<file path="src/hw/shbc_defines.svh">
// Function
// - Brake code 1: engage immediately on error and at standstill.
// - Brake code 2: engage on error at standstill or 400 ms after error.
// - Brake code 4: engage only when control is off.
// - Holding one: engage on error, and control off at standstill.
// - Holding two: control off at standstill; error at standstill or 400 ms.
// - Holding three: control off at standstill, error immediately, enable loss.
// - Holding four to six: error at standstill window, latest 400 ms.
// - Holding three to six: enable input withdrawn engages brake.
// - Code 9 like holding four, plus torque build-up before release.
// - Holding six: brake closed during commutation finding.
// - Control stays active overlap time after brake on, default 100 ms.
// - Programmable delay before torque reduction after brake engagement.
// - Torque build-up: delay between control on and brake release.
// - Torque build-up: speed reference applied after programmable delay.
// - Torque build-up: pre-control scaled by programmable percentage.
// - Initialized output drops before control init, rises when done.
// - Initialized high after power-on init, independent of enable/start.
// - Ready high only with enable input set and no error.
// - Power-stage-ready high when stage active and commutation done.
// - Four expansion outputs, each with its own function selector.
// - Absent expansion module: selections accepted, outputs held low.
// - Brake code 0: engage at standstill and when control is off.
`ifndef SHBC_DEFINES_SVH
`define SHBC_DEFINES_SVH
// ************************************************************
// Brake type codes
// ************************************************************
`define SHBC_BT_SPD0   4'h0
`define SHBC_BT_ERR1   4'h1
`define SHBC_BT_ERR2   4'h2
`define SHBC_BT_ERR3   4'h3
`define SHBC_BT_HOLD   4'h4
`define SHBC_BT_HOLD_ONE     4'h5
`define SHBC_BT_HOLD_TWO     4'h6
`define SHBC_BT_HOLD_THREE   4'h7
`define SHBC_BT_HOLD_FOUR    4'h8
`define SHBC_BT_HOLD_BUILDUP 4'h9
`define SHBC_BT_HOLD_COMM    4'hA
// ************************************************************
// Timing
// ************************************************************
`define SHBC_CLK_MHZ        250
`define SHBC_MS_CYCLES      (1000 * `SHBC_CLK_MHZ)
`define SHBC_ERR_LIMIT_MS   400
`define SHBC_OVERLAP_DEF_MS 16'h0064
`define SHBC_PCT_FULL       32'h0000_0064
// ************************************************************
// Expansion output function codes
// ************************************************************
`define SHBC_FN_OFF    6'h00
`define SHBC_FN_INIT   6'h13
`define SHBC_FN_READY  6'h14
`define SHBC_FN_SPEED  6'h15
`define SHBC_FN_STAGE  6'h1E
`define SHBC_FN_BRAKE  6'h01
`endif

</file>
<file path="src/hw/shbc_pkg.sv">
`default_nettype none
package shbc_pkg;
   typedef enum logic [2:0] {
      SHBC_RELEASED,
      SHBC_OVERLAP,
      SHBC_HELD,
      SHBC_BUILDUP
   } shbc_state_e;
endpackage : shbc_pkg
`default_nettype wire

</file>
<file path="src/hw/shbc_top.sv">
`include "shbc_defines.svh"
`default_nettype none
module shbc_top #(
   parameter int MS_CYCLES = `SHBC_MS_CYCLES,
   parameter int N_EXP     = 4
) (
   input  wire logic              i_clk,
   input  wire logic              i_reset,
   input  wire logic [3:0]        i_brake_type,
   input  wire logic              i_error,
   input  wire logic              i_standstill,
   input  wire logic              i_control_on_req,
   input  wire logic              i_power_stage_enable_in,
   input  wire logic              i_commutation_busy,
   input  wire logic              i_init_busy,
   input  wire logic              i_init_done,
   input  wire logic              i_speed_threshold_reached,
   input  wire logic [15:0]       i_brake_overlap_time,
   input  wire logic [15:0]       i_torque_reduction_delay,
   input  wire logic [15:0]       i_brake_release_delay,
   input  wire logic [15:0]       i_reference_apply_delay,
   input  wire logic [7:0]        i_load_comp_scale,
   input  wire logic [15:0]       i_precontrol_in,
   input  wire logic              i_expansion_present,
   input  wire logic [4*6-1:0]    i_expansion_output_select,
   output logic                   o_brake_engage,
   output logic                   o_control_active,
   output logic                   o_torque_reduce,
   output logic                   o_reference_enable,
   output logic [15:0]            o_precontrol,
   output logic                   o_initialized,
   output logic                   o_ready,
   output logic                   o_stage_ready,
   output logic [N_EXP-1:0]       o_expansion_out
);
   // ************************************************************
   // Input synchronisers
   // ************************************************************
   // Async status inputs pass two flops; stage one feeds only stage two
   localparam int NS = 8;
   logic [NS-1:0] sync1_q;
   logic [NS-1:0] sync2_q;
   always_ff @(posedge i_clk or posedge i_reset) begin
      if (i_reset) begin
         sync1_q <= '0;
         sync2_q <= '0;
      end else begin
         sync1_q <= {i_speed_threshold_reached, i_init_done, i_init_busy, i_commutation_busy,
                     i_power_stage_enable_in, i_control_on_req, i_standstill, i_error};
         sync2_q <= sync1_q;
      end
   end
   logic err, still, ctl_req, pse_in, comm, ibusy, idone, spd;
   assign {spd, idone, ibusy, comm, pse_in, ctl_req, still, err} = sync2_q;

   // ************************************************************
   // Millisecond tick and 400 ms error limit
   // ************************************************************
   logic [31:0] pre_q;
   logic        ms_tick;
   assign ms_tick = (pre_q == 32'(MS_CYCLES - 1));
   always_ff @(posedge i_clk or posedge i_reset) begin
      if (i_reset) pre_q <= '0;
      else if (ms_tick) pre_q <= '0;
      else pre_q <= pre_q + 32'h0000_0001;
   end

   // Counts ms since error arrived; saturates at the limit
   logic [15:0] err_ms_q;
   logic        err_timeout;
   assign err_timeout = err && (err_ms_q >= 16'(`SHBC_ERR_LIMIT_MS));
   always_ff @(posedge i_clk or posedge i_reset) begin
      if (i_reset) err_ms_q <= '0;
      else if (!err) err_ms_q <= '0;
      else if (ms_tick && !err_timeout) err_ms_q <= err_ms_q + 16'h0001;
   end

   // ************************************************************
   // Brake-engage term selection
   // ************************************************************
   // Control-off term is the sequencer's own request, not our delayed output
   logic ctl_off, engage_d, is_hold36, err_late;
   assign ctl_off   = !ctl_req;
   assign err_late  = err && (still || err_timeout);
   assign is_hold36 = (i_brake_type >= `SHBC_BT_HOLD_THREE) && (i_brake_type <= `SHBC_BT_HOLD_COMM);
   always_comb begin
      engage_d = 1'b0;
      case (i_brake_type)
         `SHBC_BT_SPD0:  engage_d = still || ctl_off;
         `SHBC_BT_ERR1:  engage_d = err || still;
         `SHBC_BT_ERR2:  engage_d = err_late;
         `SHBC_BT_ERR3:  engage_d = err;
         `SHBC_BT_HOLD:  engage_d = ctl_off;
         `SHBC_BT_HOLD_ONE:     engage_d = err || (ctl_off && still);
         `SHBC_BT_HOLD_TWO:     engage_d = (ctl_off && still) || err_late;
         `SHBC_BT_HOLD_THREE:   engage_d = (ctl_off && still) || err;
         `SHBC_BT_HOLD_FOUR,
         `SHBC_BT_HOLD_BUILDUP: engage_d = (ctl_off && still) || err_late;
         `SHBC_BT_HOLD_COMM:    engage_d = (ctl_off && still) || err_late || comm;
         default:               engage_d = 1'b1;
      endcase
      if (is_hold36 && !pse_in) engage_d = 1'b1;
   end

   // ************************************************************
   // Brake sequencer
   // ************************************************************
   // One ms counter shared by overlap and build-up phases
   shbc_pkg::shbc_state_e st_q;
   logic [15:0] ms_q;
   logic        buildup_mode;
   assign buildup_mode = (i_brake_type == `SHBC_BT_HOLD_BUILDUP);
   always_ff @(posedge i_clk or posedge i_reset) begin
      if (i_reset) begin
         st_q <= shbc_pkg::SHBC_HELD;
         ms_q <= '0;
      end else begin
         case (st_q)
            shbc_pkg::SHBC_RELEASED: begin
               ms_q <= '0;
               if (engage_d) st_q <= shbc_pkg::SHBC_OVERLAP;
            end
            shbc_pkg::SHBC_OVERLAP: begin
               if (ms_tick) ms_q <= ms_q + 16'h0001;
               if (ms_q >= i_brake_overlap_time) begin
                  st_q <= shbc_pkg::SHBC_HELD;
                  ms_q <= '0;
               end
            end
            shbc_pkg::SHBC_HELD: begin
               ms_q <= '0;
               if (!engage_d && ctl_req)
                  st_q <= buildup_mode ? shbc_pkg::SHBC_BUILDUP : shbc_pkg::SHBC_RELEASED;
            end
            shbc_pkg::SHBC_BUILDUP: begin
               if (ms_tick) ms_q <= ms_q + 16'h0001;
               if (engage_d) st_q <= shbc_pkg::SHBC_HELD;
               else if (ms_q >= i_brake_release_delay) st_q <= shbc_pkg::SHBC_RELEASED;
            end
            default: st_q <= shbc_pkg::SHBC_HELD;
         endcase
      end
   end

   // Brake and control outputs from state
   always_ff @(posedge i_clk or posedge i_reset) begin
      if (i_reset) begin
         o_brake_engage   <= 1'b1;
         o_control_active <= 1'b0;
      end else begin
         // Build-up keeps the brake shut until the release delay has run
         o_brake_engage   <= (st_q != shbc_pkg::SHBC_RELEASED);
         o_control_active <= (st_q != shbc_pkg::SHBC_HELD);
      end
   end

   // Torque reduction after brake engagement, holding modes only
   logic [15:0] tr_ms_q;
   logic        hold_family;
   assign hold_family = (i_brake_type >= `SHBC_BT_HOLD_ONE) && (i_brake_type <= `SHBC_BT_HOLD_COMM);
   always_ff @(posedge i_clk or posedge i_reset) begin
      if (i_reset) begin
         tr_ms_q         <= '0;
         o_torque_reduce <= 1'b0;
      end else if (!o_brake_engage || !hold_family) begin
         tr_ms_q         <= '0;
         o_torque_reduce <= 1'b0;
      end else begin
         if (ms_tick && tr_ms_q != 16'hFFFF) tr_ms_q <= tr_ms_q + 16'h0001;
         o_torque_reduce <= (tr_ms_q >= i_torque_reduction_delay);
      end
   end

   // Reference enable delayed after control active in build-up mode
   logic [15:0] ref_ms_q;
   always_ff @(posedge i_clk or posedge i_reset) begin
      if (i_reset) begin
         ref_ms_q           <= '0;
         o_reference_enable <= 1'b0;
      end else if (!o_control_active) begin
         ref_ms_q           <= '0;
         o_reference_enable <= 1'b0;
      end else begin
         if (ms_tick && ref_ms_q != 16'hFFFF) ref_ms_q <= ref_ms_q + 16'h0001;
         o_reference_enable <= !buildup_mode || (ref_ms_q >= i_reference_apply_delay);
      end
   end

   // Load compensation: in + in*pct/100, saturating at full scale
   logic [31:0] comp_w;
   assign comp_w = 32'(i_precontrol_in) + (32'(i_precontrol_in) * 32'(i_load_comp_scale)) / `SHBC_PCT_FULL;
   always_ff @(posedge i_clk or posedge i_reset) begin
      if (i_reset) o_precontrol <= '0;
      else if (!buildup_mode) o_precontrol <= i_precontrol_in;
      else o_precontrol <= (comp_w > 32'h0000_FFFF) ? 16'hFFFF : comp_w[15:0];
   end

   // ************************************************************
   // Status outputs
   // ************************************************************
   logic init_n, rdy_n, stg_n;
   assign init_n = idone && !ibusy;
   assign rdy_n  = pse_in && !err;
   assign stg_n  = o_control_active && !comm;
   always_ff @(posedge i_clk or posedge i_reset) begin
      if (i_reset) begin
         o_initialized <= 1'b0;
         o_ready       <= 1'b0;
         o_stage_ready <= 1'b0;
      end else begin
         o_initialized <= init_n;
         o_ready       <= rdy_n;
         o_stage_ready <= stg_n;
      end
   end

   // Expansion outputs; absent module keeps all low
   logic [N_EXP-1:0] exp_d;
   always_comb begin
      for (int k = 0; k < N_EXP; k++) begin
         case (i_expansion_output_select[k*6 +: 6])
            `SHBC_FN_INIT:  exp_d[k] = init_n;
            `SHBC_FN_READY: exp_d[k] = rdy_n;
            `SHBC_FN_SPEED: exp_d[k] = spd;
            `SHBC_FN_STAGE: exp_d[k] = stg_n;
            `SHBC_FN_BRAKE: exp_d[k] = o_brake_engage;
            default:        exp_d[k] = 1'b0;
         endcase
      end
   end
   always_ff @(posedge i_clk or posedge i_reset) begin
      if (i_reset) o_expansion_out <= '0;
      else o_expansion_out <= i_expansion_present ? exp_d : '0;
   end
endmodule : shbc_top
`default_nettype wire

</file>
<file path="config.mk">
export PLATFORM = sky130hd
export DESIGN_NAME = shbc_top
export DESIGN_NICKNAME = d
export VERILOG_FILES = /design/src/hw/shbc_pkg.sv /design/src/hw/shbc_top.sv
export VERILOG_INCLUDE_DIRS = /design/src /design/src/hw
export SDC_FILE = /design/constraint.sdc
export NUM_CORES = 1
export LEC_CHECK = 0
export ABC_AREA = 1
export BUFFER_PORTS_ARGS = -buffer_cell sky130_fd_sc_hd__buf_4
export CAP_MARGIN = 20
export CORE_MARGIN = 2
export CORE_UTILIZATION = 35
export DETAILED_ROUTE_END_ITERATION = 7
export GPL_TIMING_DRIVEN = 0
export PLACE_DENSITY = 0.55
export SLEW_MARGIN = 20
export SYNTH_ARGS = -nofsm -noshare
export SYNTH_HDL_FRONTEND = slang
export SYNTH_SLANG_ARGS = --single-unit
</file>
<file path="constraint.sdc">
create_clock -name i_clk -period 7.5 [get_ports i_clk]
set_input_delay 1.5 -clock i_clk [delete_from_list [all_inputs] [get_ports i_clk]]
set_output_delay 1.5 -clock i_clk [all_outputs]
set_load 0.05 [all_outputs]
</file>
==> impl_metrics.csv <==
group,metric,value,unit
synthesis,async_flop_share,100,%
clocking,root_buffer,"clkbuf_16",
synthesis,synth_compound_area_share,10.7,%
synthesis,syn_nets,2647,
finish,fin_util,47.3,%
worst_setup_path,worst_path_most_repeated_cell,"nand2_4",
sta,finalHoldViolations,0,
finish,final_common_cell,"inv_1",
worst_setup_path,critPathTopFamily,"simple AND/OR/NAND/NOR gates",
finish,area_delta_synth_final,33.9,%
synthesis,postSynthAreaPerCell,7.11,um2
sta,fmax,0.0669,GHz
synthesis,yosys.area_share.simple,31.1,%
floorplanning,coreArea,0.0464,mm2
finish,nets,2940,
sta,slew_violations,0,
worst_setup_path,crit_path_end_kind,"register",
floorplanning,die-area,0.0486,mm2
worst_hold_path,hold_depth,0,
floorplanning,die_h,220,um
floorplanning,die_w,220,um
place,place_hpwl,35900,um
clocking,htreeDepth,4,
worst_setup_path,rr_worst_depth,24,
sta,post-route-min-period,14.96,ns
synthesis,yosysWarnings,0,
clocking,hold_buffers,0,
route,dr_wl_met2,23300,um
worst_setup_path,required,7.83,ns
route,vias,15400,
floorplanning,rows,79,
worst_setup_path,path_buf_inv,13,
synthesis,synthMuxAreaShare,0,%
status,status,"finished with violations",
route,wl_met1,19600,um
worst_setup_path,critPathMaxFanout,8,
synthesis,synth_top_area_cell,"dfrtp_1",
worst_setup_path,path_depth,112,
route,maxUsedRoutingLayer,"met5",
route,vias_per_cell,4.79,
grt,grt_pass1_vias,15500,
synthesis,synth_edf_count,0,
route,drt_wl_total,45400,um
worst_hold_path,hold_class,"reg2reg",
synthesis,syn_inst,2305,
synthesis,netlist_area,0.0164,mm2
synthesis,synth_xor_area_share,2.51,%
grt,antenna_found_initial,1,
route,drc,0,
synthesis,yosysUniqueCellTypes,60,
finish,antennaDiodeCount,0,
sta,tightest_slew,0.920,ns
sta,final-setup-viol-count,16,
synthesis,synth-seq-cells,141,
floorplanning,io_pins,154,
route,dr_wl_met3,1480,um
finish,fin_cells,3218,
place,routabilityCongestion,0.873,
grt,grt_use_total,19.1,%
status,failed_checks,"setup timing",
synthesis,synth_top_family_by_area,"simple AND/OR/NAND/NOR gates",
place,place_inst,3059,
route,postRouteAntennaNets,0,
grt,grt_pass1_wl,74900,um
clocking,cts_buffer_depth,2,
place,portBuffers,146,
worst_setup_path,cp_slowest_cell,"fa_1",
clocking,cts_tree,"done",
clocking,cts_sinks,141,
worst_setup_path,critPathKind,"in2reg",
clocking,insertion_delay,0.44,ns
synthesis,synthAdderAreaFrac,20.3,%
route,first_pass_iters,6,
synthesis,synth_top_area_share,21.2,%
sta,finalClockSkew,0.00859,ns
synthesis,synth_area_leaders,"dfrtp_1 (21%), inv_1 (12%), nand2_1 (11%), fa_1 (10%), ha_1 (9.9%)",
sta,fin_ws,-7.46,ns
worst_setup_path,cpPeakStageDelay,0.54,ns
job,maxCapViolations,0,
sta,rsz0062_at_grt,"yes",
floorplanning,start_util,35.4,%
sta,slew_headroom,38.2,%
finish,final_cell_mix,"inv_1 (510), nand2_1 (396), buf_4 (263)",
clocking,numCtsBuffers,17,
finish,drive_gt1_share,28.2,%
sta,post-route-period-util,199,%
route,wl_per_cell,14.1,um
worst_setup_path,crit_path_start_kind,"primary input",
grt,gr-total-overflow,0,
route,first_iter_violations,694,
synthesis,ys_seq_area_share,21.5,%
grt,grt_max_degree,104,
synthesis,synthFlopType,"dfrtp_1",
worst_setup_path,cp.arrival,15.28,ns
clocking,clk_pin_slew,0.06,ns
[synthesized netlist by cell type (3+ instances only)]
cell type,count
ha_1,130
o211ai_1,13
nand4_4,6
or2_2,3
nand2_4,46
a211oi_1,11
o21a_1,15
fa_1,85
o21bai_1,13
nor4_1,13
inv_1,533
a21o_1,4
nand3_1,128
o2111ai_1,3
o21ai_1,21
o221ai_1,3
nand4_2,9
nand3_2,9
nor3_1,43
nand3b_1,3
dfrtp_1,139
xor2_1,38
a221oi_1,3
nor2_4,9
nand2_1,478
o21ai_0,75
a31oi_1,12
a21boi_0,5
nor2_1,145
inv_2,18
xnor2_1,9
o22ai_1,20
nor2_2,9
a21oi_1,80
nand4_1,43
nand2_2,55
clkbuf_1,38
clkinv_1,3
nor3b_1,4
[flip-flops by register name, indices dropped and copies added, names as in the netlist, 4 cells and up]
register / flops
pre_q: 32
err_ms_q: 16
ms_q: 16
o_precontrol: 16
ref_ms_q: 16
tr_ms_q: 16
sync1_q: 8
sync2_q: 8
o_expansion_out: 4
[cells by family after synthesis]
kind of cell    Yosys count
flops                   141
simple gates           1012
compound gates          293
fa+ha+maj               215
buf+inv                 597
xor+xnor                 47
[repair_timing]
item | CTS | global route
cloned | 4 | 1
hold endpoints to repair | 0 | 0
resized for setup | 221 | 77
pin swaps | 147 | 94
setup endpoints to repair | 16 | 16
buffers inserted | 99 | 24
[metal layers]
metal	up-vias	global-route usage, %
met4	2	5.84
met5	-	0
met1	7293	23.1
met2	243	34.9
li1	7838	-
met3	48	2.58
[cell type report]
type / count / area [um2]
buffer: 38 / 634
clock buffer: 17 / 425
clock inverter: 15 / 186
fill: 4510 / 24400
inverter: 558 / 2140
multi-input combinational: 1567 / 12100
sequential: 141 / 3530
tap: 607 / 759
timing repair buffer: 275 / 2150
[final timing paths]
path / slack [ns] / start / to
setup / recovery: -7.46 / i_precontrol_in[5] / o_precontrol[15]
hold / removal: 0.35 / sync1_q[6] / sync2_q[6]
setup reg to reg: 3.64 / pre_q[2] / pre_q[31]
hold reg to reg: 0.35 / sync1_q[6] / sync2_q[6]
max in group asynchronous: 5.65 / i_reset / o_precontrol[11]
min in group asynchronous: 1.03 / i_reset / sync1_q[0]
[metrics by stage]
step | hold slack, ns | setup slack, ns | area, um2 | TNS, ns
after floorplan | 0.331 | -6.55 | 17100 | -103.70
after global placement | 0.331 | -9.15 | 19000 | -144.09
after detailed placement | 0.336 | -9.42 | 19000 | -148.36
after CTS | 0.354 | -7.40 | 21500 | -118.08
after global routing | 0.362 | -8.37 | 21900 | -133.45
final | 0.351 | -7.46 | 21900 | -118.48
Power is not shown: default switching activity piles up to over one toggle a cycle in this logic, so the estimate is an artifact.
